--- src/sbd_pkg.sv ---
// Package for the subtract execution datapath: opcode fields, widths and reset values.
// Assumes a 14-bit instruction word and an 8-bit data path.
`default_nettype none
package sbd_pkg;
  localparam int unsigned INSN_W      = 14;
  localparam int unsigned DATA_W      = 8;
  localparam int unsigned FADDR_W     = 7;
  localparam int unsigned OPC_MSB     = 13;
  localparam int unsigned LIT_OPC_LSB = 9;
  localparam int unsigned REG_OPC_LSB = 8;
  localparam int unsigned DEST_BIT    = 7;
  localparam int unsigned NIB_W       = 4;
  localparam logic [4:0]  LIT_OPC     = 5'h1E;  // 11 110x
  localparam logic [5:0]  REG_OPC     = 6'h02;  // 00 0010
  localparam logic [7:0]  ACC_RST     = 8'h00;
  localparam logic        FLAG_RST    = 1'b0;
  localparam logic [6:0]  ADDR_RST    = 7'h00;
  localparam logic        PULSE_RST   = 1'b0;

  typedef enum logic [1:0] {
    SBD_OP_NONE,
    SBD_OP_LIT,
    SBD_OP_REG
  } sbd_op_t;
endpackage : sbd_pkg
`default_nettype wire

--- src/sbd_subtract_datapath.sv ---
// Subtract execution datapath: decodes both subtract forms and updates
// accumulator, register write-back and status flags.
// Assumes core_clk is the instruction clock; one instruction per enabled edge;
// reg_rdata is the combinational read of the register at reg_addr.
`default_nettype none

// Overview of operation
// - Literal minus accumulator into accumulator
// - Addressed register minus accumulator, 7-bit index
// - Destination bit picks accumulator or register
// - No borrow sets borrow-inverse; update nibble, zero
// - Equal operands: zero result, flags set
// - Negative: borrow-inverse clear, wrap modulo 256
module sbd_subtract_datapath
  import sbd_pkg::*;
(
  input  wire logic                       core_clk,
  input  wire logic                       rst,
  input  wire logic                       clk_en,
  input  wire logic                       insn_valid,
  input  wire logic [sbd_pkg::INSN_W-1:0] insn,
  input  wire logic [sbd_pkg::DATA_W-1:0] reg_rdata,
  output logic      [sbd_pkg::FADDR_W-1:0] reg_addr,
  output logic      [sbd_pkg::DATA_W-1:0] reg_wdata,
  output logic                            reg_we,
  output logic      [sbd_pkg::DATA_W-1:0] acc,
  output logic                            borrow_inverse_flag,
  output logic                            nibble_borrow_inverse_flag,
  output logic                            zero_flag,
  output logic                            insn_done
);
  import sbd_pkg::*;

  // Decode and operand selection
  sbd_op_t               op;
  logic                  exec;
  logic                  to_reg;
  logic                  fwd_hit;
  logic [DATA_W-1:0]     minuend;
  logic [DATA_W-1:0]     diff;
  logic                  no_borrow;
  logic                  nib_no_borrow;

  // Accumulator
  logic [DATA_W-1:0]     acc_d;
  logic [DATA_W-1:0]     acc_q;

  // Register write-back
  logic [DATA_W-1:0]     wdata_d;
  logic [DATA_W-1:0]     wdata_q;
  logic                  we_d;
  logic                  we_q;
  logic [FADDR_W-1:0]    wb_addr_d;
  logic [FADDR_W-1:0]    wb_addr_q;

  // Status flags
  logic                  c_d;
  logic                  c_q;
  logic                  dc_d;
  logic                  dc_q;
  logic                  z_d;
  logic                  z_q;

  // Completion pulse
  logic                  done_d;
  logic                  done_q;

  // Register index taken straight from the operand field
  assign reg_addr = insn[FADDR_W-1:0];

  always_comb begin
    op = SBD_OP_NONE;
    if (insn_valid) begin
      if (insn[OPC_MSB:LIT_OPC_LSB] == LIT_OPC) begin
        op = SBD_OP_LIT;
      end else if (insn[OPC_MSB:REG_OPC_LSB] == REG_OPC) begin
        op = SBD_OP_REG;
      end
    end
  end

  always_comb begin
    exec   = (op != SBD_OP_NONE);
    to_reg = (op == SBD_OP_REG) && insn[DEST_BIT];
  end

  // Write-back lands one cycle late; forward it to a back-to-back read
  always_comb begin
    fwd_hit = we_q && (wb_addr_q == reg_addr);
    if (op == SBD_OP_LIT) begin
      minuend = insn[DATA_W-1:0];
    end else if (fwd_hit) begin
      minuend = wdata_q;
    end else begin
      minuend = reg_rdata;
    end
  end

  // Whole byte and low nibble each get their own subtract cell instance
  sbd_sub_cell #(.W(DATA_W)) i_byte_sub (
    .minuend    (minuend),
    .subtrahend (acc_q),
    .diff       (diff),
    .no_borrow  (no_borrow)
  );

  sbd_sub_cell #(.W(NIB_W)) i_nib_sub (
    .minuend    (minuend[NIB_W-1:0]),
    .subtrahend (acc_q[NIB_W-1:0]),
    .diff       (),
    .no_borrow  (nib_no_borrow)
  );

  // Accumulator takes the difference unless it goes back to the register
  always_comb begin
    acc_d = acc_q;
    if (exec && !to_reg) begin
      acc_d = diff;
    end
  end

  always_ff @(posedge core_clk or posedge rst) begin
    if (rst) begin
      acc_q <= ACC_RST;
    end else if (clk_en) begin
      acc_q <= acc_d;
    end
  end

  // Write strobe is a one-cycle pulse; index kept for forwarding
  always_comb begin
    wdata_d   = wdata_q;
    we_d      = 1'b0;
    wb_addr_d = wb_addr_q;
    if (exec && to_reg) begin
      wdata_d   = diff;
      we_d      = 1'b1;
      wb_addr_d = reg_addr;
    end
  end

  always_ff @(posedge core_clk or posedge rst) begin
    if (rst) begin
      wdata_q   <= ACC_RST;
      we_q      <= PULSE_RST;
      wb_addr_q <= ADDR_RST;
    end else if (clk_en) begin
      wdata_q   <= wdata_d;
      we_q      <= we_d;
      wb_addr_q <= wb_addr_d;
    end
  end

  // Flags follow both destinations
  always_comb begin
    c_d  = c_q;
    dc_d = dc_q;
    z_d  = z_q;
    if (exec) begin
      c_d  = no_borrow;
      dc_d = nib_no_borrow;
      z_d  = (diff == '0);
    end
  end

  always_ff @(posedge core_clk or posedge rst) begin
    if (rst) begin
      c_q  <= FLAG_RST;
      dc_q <= FLAG_RST;
      z_q  <= FLAG_RST;
    end else if (clk_en) begin
      c_q  <= c_d;
      dc_q <= dc_d;
      z_q  <= z_d;
    end
  end

  always_comb begin
    done_d = 1'b0;
    if (exec) begin
      done_d = 1'b1;
    end
  end

  always_ff @(posedge core_clk or posedge rst) begin
    if (rst) begin
      done_q <= PULSE_RST;
    end else if (clk_en) begin
      done_q <= done_d;
    end
  end

  assign acc                        = acc_q;
  assign reg_wdata                  = wdata_q;
  assign reg_we                     = we_q;
  assign borrow_inverse_flag        = c_q;
  assign nibble_borrow_inverse_flag = dc_q;
  assign zero_flag                  = z_q;
  assign insn_done                  = done_q;
endmodule : sbd_subtract_datapath

// Two's complement subtract: minuend plus inverted subtrahend plus one
module sbd_sub_cell #(
  parameter int unsigned W = 8
) (
  input  wire logic [W-1:0] minuend,
  input  wire logic [W-1:0] subtrahend,
  output logic      [W-1:0] diff,
  output logic              no_borrow
);
  import sbd_pkg::*;

  logic [W:0]               sum;

  // Top bit of the sum is the inverted borrow
  always_comb begin
    sum       = {1'b0, minuend} + {1'b0, ~subtrahend} + {{W{1'b0}}, 1'b1};
    diff      = sum[W-1:0];
    no_borrow = sum[W];
  end
endmodule : sbd_sub_cell
`default_nettype wire

--- config.mk ---
export PLATFORM = sky130hd
export DESIGN_NAME = sbd_subtract_datapath
export DESIGN_NICKNAME = d
export VERILOG_FILES = /design/src/sbd_pkg.sv /design/src/sbd_subtract_datapath.sv
export SDC_FILE = /design/constraint.sdc
export NUM_CORES = 1
export LEC_CHECK = 0
export BUFFER_PORTS_ARGS = -buffer_cell sky130_fd_sc_hd__buf_2
export CORE_MARGIN = 4
export CORE_UTILIZATION = 53
export CTS_BUF_LIST = sky130_fd_sc_hd__clkbuf_4 sky130_fd_sc_hd__clkbuf_8
export CTS_CLUSTER_SIZE = 40
export DETAILED_ROUTE_END_ITERATION = 16
export PLACE_DENSITY = 0.84
export SLEW_MARGIN = 20
export SYNTH_ARGS = -nofsm -noshare
export SYNTH_HDL_FRONTEND = slang
export SYNTH_SLANG_ARGS = --single-unit
--- constraint.sdc ---
create_clock -name core_clk -period 3.8 [get_ports core_clk]
set_input_delay 0.38 -clock core_clk [delete_from_list [all_inputs] [get_ports core_clk]]
set_output_delay 0.38 -clock core_clk [all_outputs]
set_load 0.05 [all_outputs]
-- Word-level counts from Yosys, hierarchy flattened
Cells that the tools add are included.
W data, S select, Z words.
- add/sub/neg operators: 4
- mux-type cells: 7
- reductions and logical operators: 10
- equality and inequality tests: 5
- bitwise operators: 2
- operators with widths (cell ; number):
    $mux W8 ; 2
    $add A8 B8 Y9 ; 1
    $add A9 B1 Y9 const B ; 1
    $logic_not A8 Y1 ; 1
    $not A8 Y8 ; 1
    $eq A7 B7 Y1 ; 1
    $eq A6 B2 Y1 const B ; 1
    $mux W2 ; 3
    $reduce_and A2 Y1 ; 3
    $add A4 B4 Y5 ; 1
    $add A5 B1 Y5 const B ; 1
    $eq A5 B5 Y1 const B ; 1
    $logic_and A1 B1 Y1 ; 4
    $not A4 Y4 ; 1
    $eq A2 B1 Y1 const B ; 1
    $eq A2 B2 Y1 const B ; 1
    $mux W1 ; 2
    $reduce_bool A2 Y1 ; 1
    $logic_not A1 Y1 ; 1
- output and inout bits: 28
- bits of input ports: 26
- bits in registers: 28

-- Logic depth before layout (Yosys ltp)
- depth in word-level cells: 9
- depth in mapped cells: 13

-- By module
A second synthesis with hierarchy kept.
- cell total of the unflattened synthesis: 204
- area total of the unflattened synthesis: 2047.0 µm²
- by module, submodules not included (module ; cells an instance ; area each (µm²) ; times used):
    sbd_subtract_datapath ; 137 ; 1551.5 ; 1
    sbd_sub_cell (i_byte_sub) ; 49 ; 354.1 ; 1
    sbd_sub_cell (i_nib_sub) ; 18 ; 141.4 ; 1

-- Least setup slack after synthesis
OpenSTA, ideal clock, no wires.
- kind: register -> register
- from: register we_q (netlist: reg_we)
- to: register z_q (netlist: zero_flag)
- cell stages (with the launch flop): 13
- arrival: 3.233 ns
- data required time: 3.708 ns
- setup time: 0.092 ns
- slack: 0.475 ns
- path through: dfrtp_1 -> nand4_1 -> nor2_2 -> mux2_2 -> mux2i_1 -> ha_1 -> inv_1 -> fa_1 -> a21o_1 -> a221oi_2 -> xor2_1 -> o21ai_0 -> o31ai_2
- longest elaborated chain between the ends: 6
- ends and longest elaborated chain (item ; RTL line ; RTL):
    start, declared ; sbd_subtract_datapath.sv:52 ; logic we_q;
    start signal, assigned ; sbd_subtract_datapath.sv:149 ; we_q <= we_d;
    $logic_and A1 B1 Y1 ; sbd_subtract_datapath.sv:89 ; fwd_hit = we_q && (wb_addr_q == reg_addr);
    $mux W8 ; sbd_subtract_datapath.sv:92 ; end else if (fwd_hit) begin
    $mux W8 ; sbd_subtract_datapath.sv:90 ; if (op == SBD_OP_LIT) begin
    $add A8 B8 Y9 ; sbd_subtract_datapath.sv:217 ; sum = {1'b0, minuend} + {1'b0, ~subtrahend} + {{W{1'b0}}, 1'b1};
    $add A9 B1 Y9 ; sbd_subtract_datapath.sv:217 ;
    $logic_not A8 Y1 ; sbd_subtract_datapath.sv:162 ; z_d = (diff == '0);
    end signal, assigned ; sbd_subtract_datapath.sv:174 ; z_q <= z_d;
    end, declared ; sbd_subtract_datapath.sv:62 ; logic z_q;
No other way between the ends.
A chain may end at the register's enable or synchronous reset.

-- Worst setup path in the final report
- from: register wb_addr_q[5]
- to: register z_q (netlist: zero_flag)
- longest elaborated chain between the ends: 7
- ends and longest elaborated chain (item ; RTL line ; RTL):
    start, declared ; sbd_subtract_datapath.sv:54 ; logic [FADDR_W-1:0] wb_addr_q;
    start signal, assigned ; sbd_subtract_datapath.sv:150 ; wb_addr_q <= wb_addr_d;
    $eq A7 B7 Y1 ; sbd_subtract_datapath.sv:89 ;
    $logic_and A1 B1 Y1 ; sbd_subtract_datapath.sv:89 ;
    $mux W8 ; sbd_subtract_datapath.sv:92 ;
    $mux W8 ; sbd_subtract_datapath.sv:90 ;
    $add A8 B8 Y9 ; sbd_subtract_datapath.sv:217 ;
    $add A9 B1 Y9 ; sbd_subtract_datapath.sv:217 ;
    $logic_not A8 Y1 ; sbd_subtract_datapath.sv:162 ;
No other way between the ends.

==> reports/qor.txt <==
Crit-path leading delay family = compound AO/OA/AOI/OAI gates
Worst EP arrival = 3.65 ns
Top_reg_cell synth = dfrtp_1
CP required = 4.05 ns
CP max stage delay = 0.44 ns
Post-synth EDFFs = 0
Top cells by area, synth = dfrtp_1, nand2_1, o21ai_0, ha_1, mux2_2
Largest net degree at the start of global routing = 29
GPL Wtd Cong = 0.835
Worst slew pin tran = 0.627 ns
Pwr/cell area = 493 nW/um^2
Post-Syn Instances = 192
CTS root buf = clkbuf_4
Max stage delay cell, worst path = dfrtp_1
Register bit total from synthesis = 28
PostCTS Resize Cnt = 0
Synth cell types = 39
Drt initial violations = 78
Seq pwr share = 35.1%
Synth Area in Adders = 6.78%
MaxCap Viol Count = 0
Number of setup buffers added after CTS = 0
Die Wd = 65.8 um
DP HPWL = 3.20 mm
I/O pins = 54
Via count = 1536
Max Fclk = 0.294 GHz
Routed WL = 4.06 mm
Status = complete, no violations
Routed wire per std cell = 14.3 um
Min-Delay Path Class = input port to asynchronous set/reset pin
Top cells by count, synth = nand2_1, dfrtp_1, o21ai_0, inv_1
Post-Synth Simple-Gate Area = 17.9%
Min Hold Slack = 0.0674 ns
Die Area = 4330 sq um
Comb power frac = 45.4%
Num CTS Buffers = 3
Initial Utilization = 56.6%
Synthesized area per cell = 9.23 sq um
Top-area cell type share of the netlist area = 39.5%
Drt first pass iters = 4
Layout area overhead = 17.4%
Vias/cell = 5.41
CP Class = register to register
Tmin final = 3.40 ns
Combinational family with the most area after synthesis = simple AND/OR/NAND/NOR gates
Antenna violations before repair = 0
Area of the core region = 3130 sq um
Max IR drop VDD = 0.000257 V
Fraction of registers with async set/reset = 100%
CTS tree = built
Clk_lat worst skew = 0.34 ns
Leakage = 1.04 nW
Worst Path Max Fanout = 5
Detailed-route DRC error count = 0
CTS H-tree lvls = 1
I/O Buffers = 53
Max clock buf depth = 2
Clock slew at reported path FFs = 0.17 ns
Pint = 0.000591 W
Unrepaired setup endpoints after global routing = no
Syn Nets = 227
Clk pwr share = 19.5%
Count of final max-slew check failures = 0
Total track usage = 20.2%
Yosys top cell by area = dfrtp_1
Setup Skew = 0.0160 ns
Xor/xnor share of the synthesized area = 4.94%
Sequential element share of the synthesized area = 39.5%
Die H = 65.8 um
Rows = 20
Num Clock Sinks = 28
Net Sw Power = 0.000434 W
Setup TNS = 0 ns
Mux cell area share after synthesis = 9.60%
First-pass GRT wire length = 6.77 mm
Fraction of layout cells with a size suffix above 1 = 32.1%
CTS Hold Bufs = 0
Post-Place Worst Slack = 0.356 ns
Overflow after GRT = 0
Compound-Gate Fraction of Synth Area = 14.1%
Sw frac = 42.3%
Mapped Area = 1770 sq um
Crit share post-route = 89.5%
Slew margin rel. = 58.1%
Number of global-route vias before repair = 1511
Most numerous cell in the Yosys netlist = nand2_1
Startpoint Class = register
Worst path bufs/invs = 1
Final Net Count = 276
Fin. Hold Viols = 0
Setup Viol. Count Final = 0
Crit path capture type = register
Crit path cell chain = xnor2_1 -> nand4_1 -> nor2_2 -> mux2_2 -> mux2i_1 -> ha_1 -> inv_1 -> fa_1 -> a21o_1 -> a221oi_2 -> xor2_1 -> o21ai_0 -> o31ai_2
# diodes = 0
Final antenna-violating net count = 0
Final WS setup = 0.398 ns
Yosys synthesis warning count = 0
power by group through the flow:
stage               clock, W  sequential [W]  combinational (W)
floorplan                  0        0.000487           0.000235
global placement           0        0.000365           0.000455
detailed placement         0        0.000367           0.000463
CTS                 0.000203        0.000361           0.000466
global route        0.000218        0.000367           0.000501
finish              0.000200        0.000360           0.000466
metal layers:
metal,GRT usage [%],wire length [um],up-vias
li1,-,-,748
met1,25.7,1810,725
met5,0,0,-
met4,6.74,70,0
met3,2.55,247,7
met2,35.3,1930,56
metrics by stage:
step | instance area, sq um | power (W) | util [%] | std cells
detailed placement | 2030 | 0.000830 | 64.8 | 280
finish | 2080 | 0.00103 | 66.5 | 284
CTS | 2080 | 0.00103 | 66.5 | 284
global placement | 2030 | 0.000820 | 64.8 | 280
floorplan | 1770 | 0.000722 | - | 192
global route | 2080 | 0.00109 | 66.5 | 284
flip-flops by register name, indices dropped and copies added, names as in the netlist:
register and cells:
nibble_borrow_inverse_flag 1, borrow_inverse_flag 1, wb_addr_q 7, insn_done 1, zero_flag 1, acc 8, reg_wdata 8, reg_we 1
final cells by class:
type                    instances  area, sq um
flip-flops and latches         28          701
inverters                      13         48.8
clock inverters                 1         30.0
multi-input cells             140          943
fillers                       277         1050
clock buffers                   3         22.5
repair buffers                 55          280
well taps                      44         55.1
worst paths after layout:
| check | slack [ns] | start | to | depth (start not counted) |
|---|---|---|---|---|
| setup / recovery | 0.40 | wb_addr_q[5] | zero_flag | 13 |
| hold / removal | 0.07 | rst | wb_addr_q[6] | 2 |
| setup reg to reg | 0.40 | wb_addr_q[5] | zero_flag | 13 |
| hold reg to reg | 0.51 | nibble_borrow_inverse_flag | nibble_borrow_inverse_flag | 2 |
| max in group asynchronous | 3.33 | rst | nibble_borrow_inverse_flag | 2 |
| min in group core_clk | 0.27 | insn[6] | wb_addr_q[6] | 3 |
cell families after synthesis:
group | count (synthesis)
and+or+nand+nor | 66
AOI/OAI and AO/OA | 39
DFF | 28
buffers and inverters | 24
muxes | 16
xor gates and xnor gates | 10
adders and majority gates | 9
worst reg2reg max path: stages (launching register included):
cell and delay [ns]:
dfrtp_1 0.44, xnor2_1 0.19, nand4_1 0.13, nor2_2 0.32
mux2_2 0.38, mux2i_1 0.13, ha_1 0.19, inv_1 0.06
fa_1 0.39, a21o_1 0.22, a221oi_2 0.28, xor2_1 0.24
o21ai_0 0.14, o31ai_2 0.23
cell usage in the layout (no fill, tap or decap), drive strengths merged, types with 2 or more instances in the layout:
| cell | synthesis | routed |
|---|---|---|
| and3 | 2 | 2 |
| clkbuf | 2 | 3 |
| mux2 | 8 | 8 |
| xor2 | 3 | 3 |
| inv | 13 | 13 |
| mux2i | 8 | 8 |
| a21boi | 2 | 2 |
| o21ai | 22 | 22 |
| nor3b | 3 | 3 |
| xnor2 | 7 | 7 |
| ha | 8 | 8 |
| nor2 | 8 | 8 |
| dfrtp | 28 | 28 |
| a21o | 2 | 2 |
| buf | 9 | 55 |
| nand2 | 43 | 43 |
| o2111ai | 2 | 2 |
| a21oi | 4 | 4 |
| nand4 | 3 | 3 |
Power figures use the tool's default switching activity.
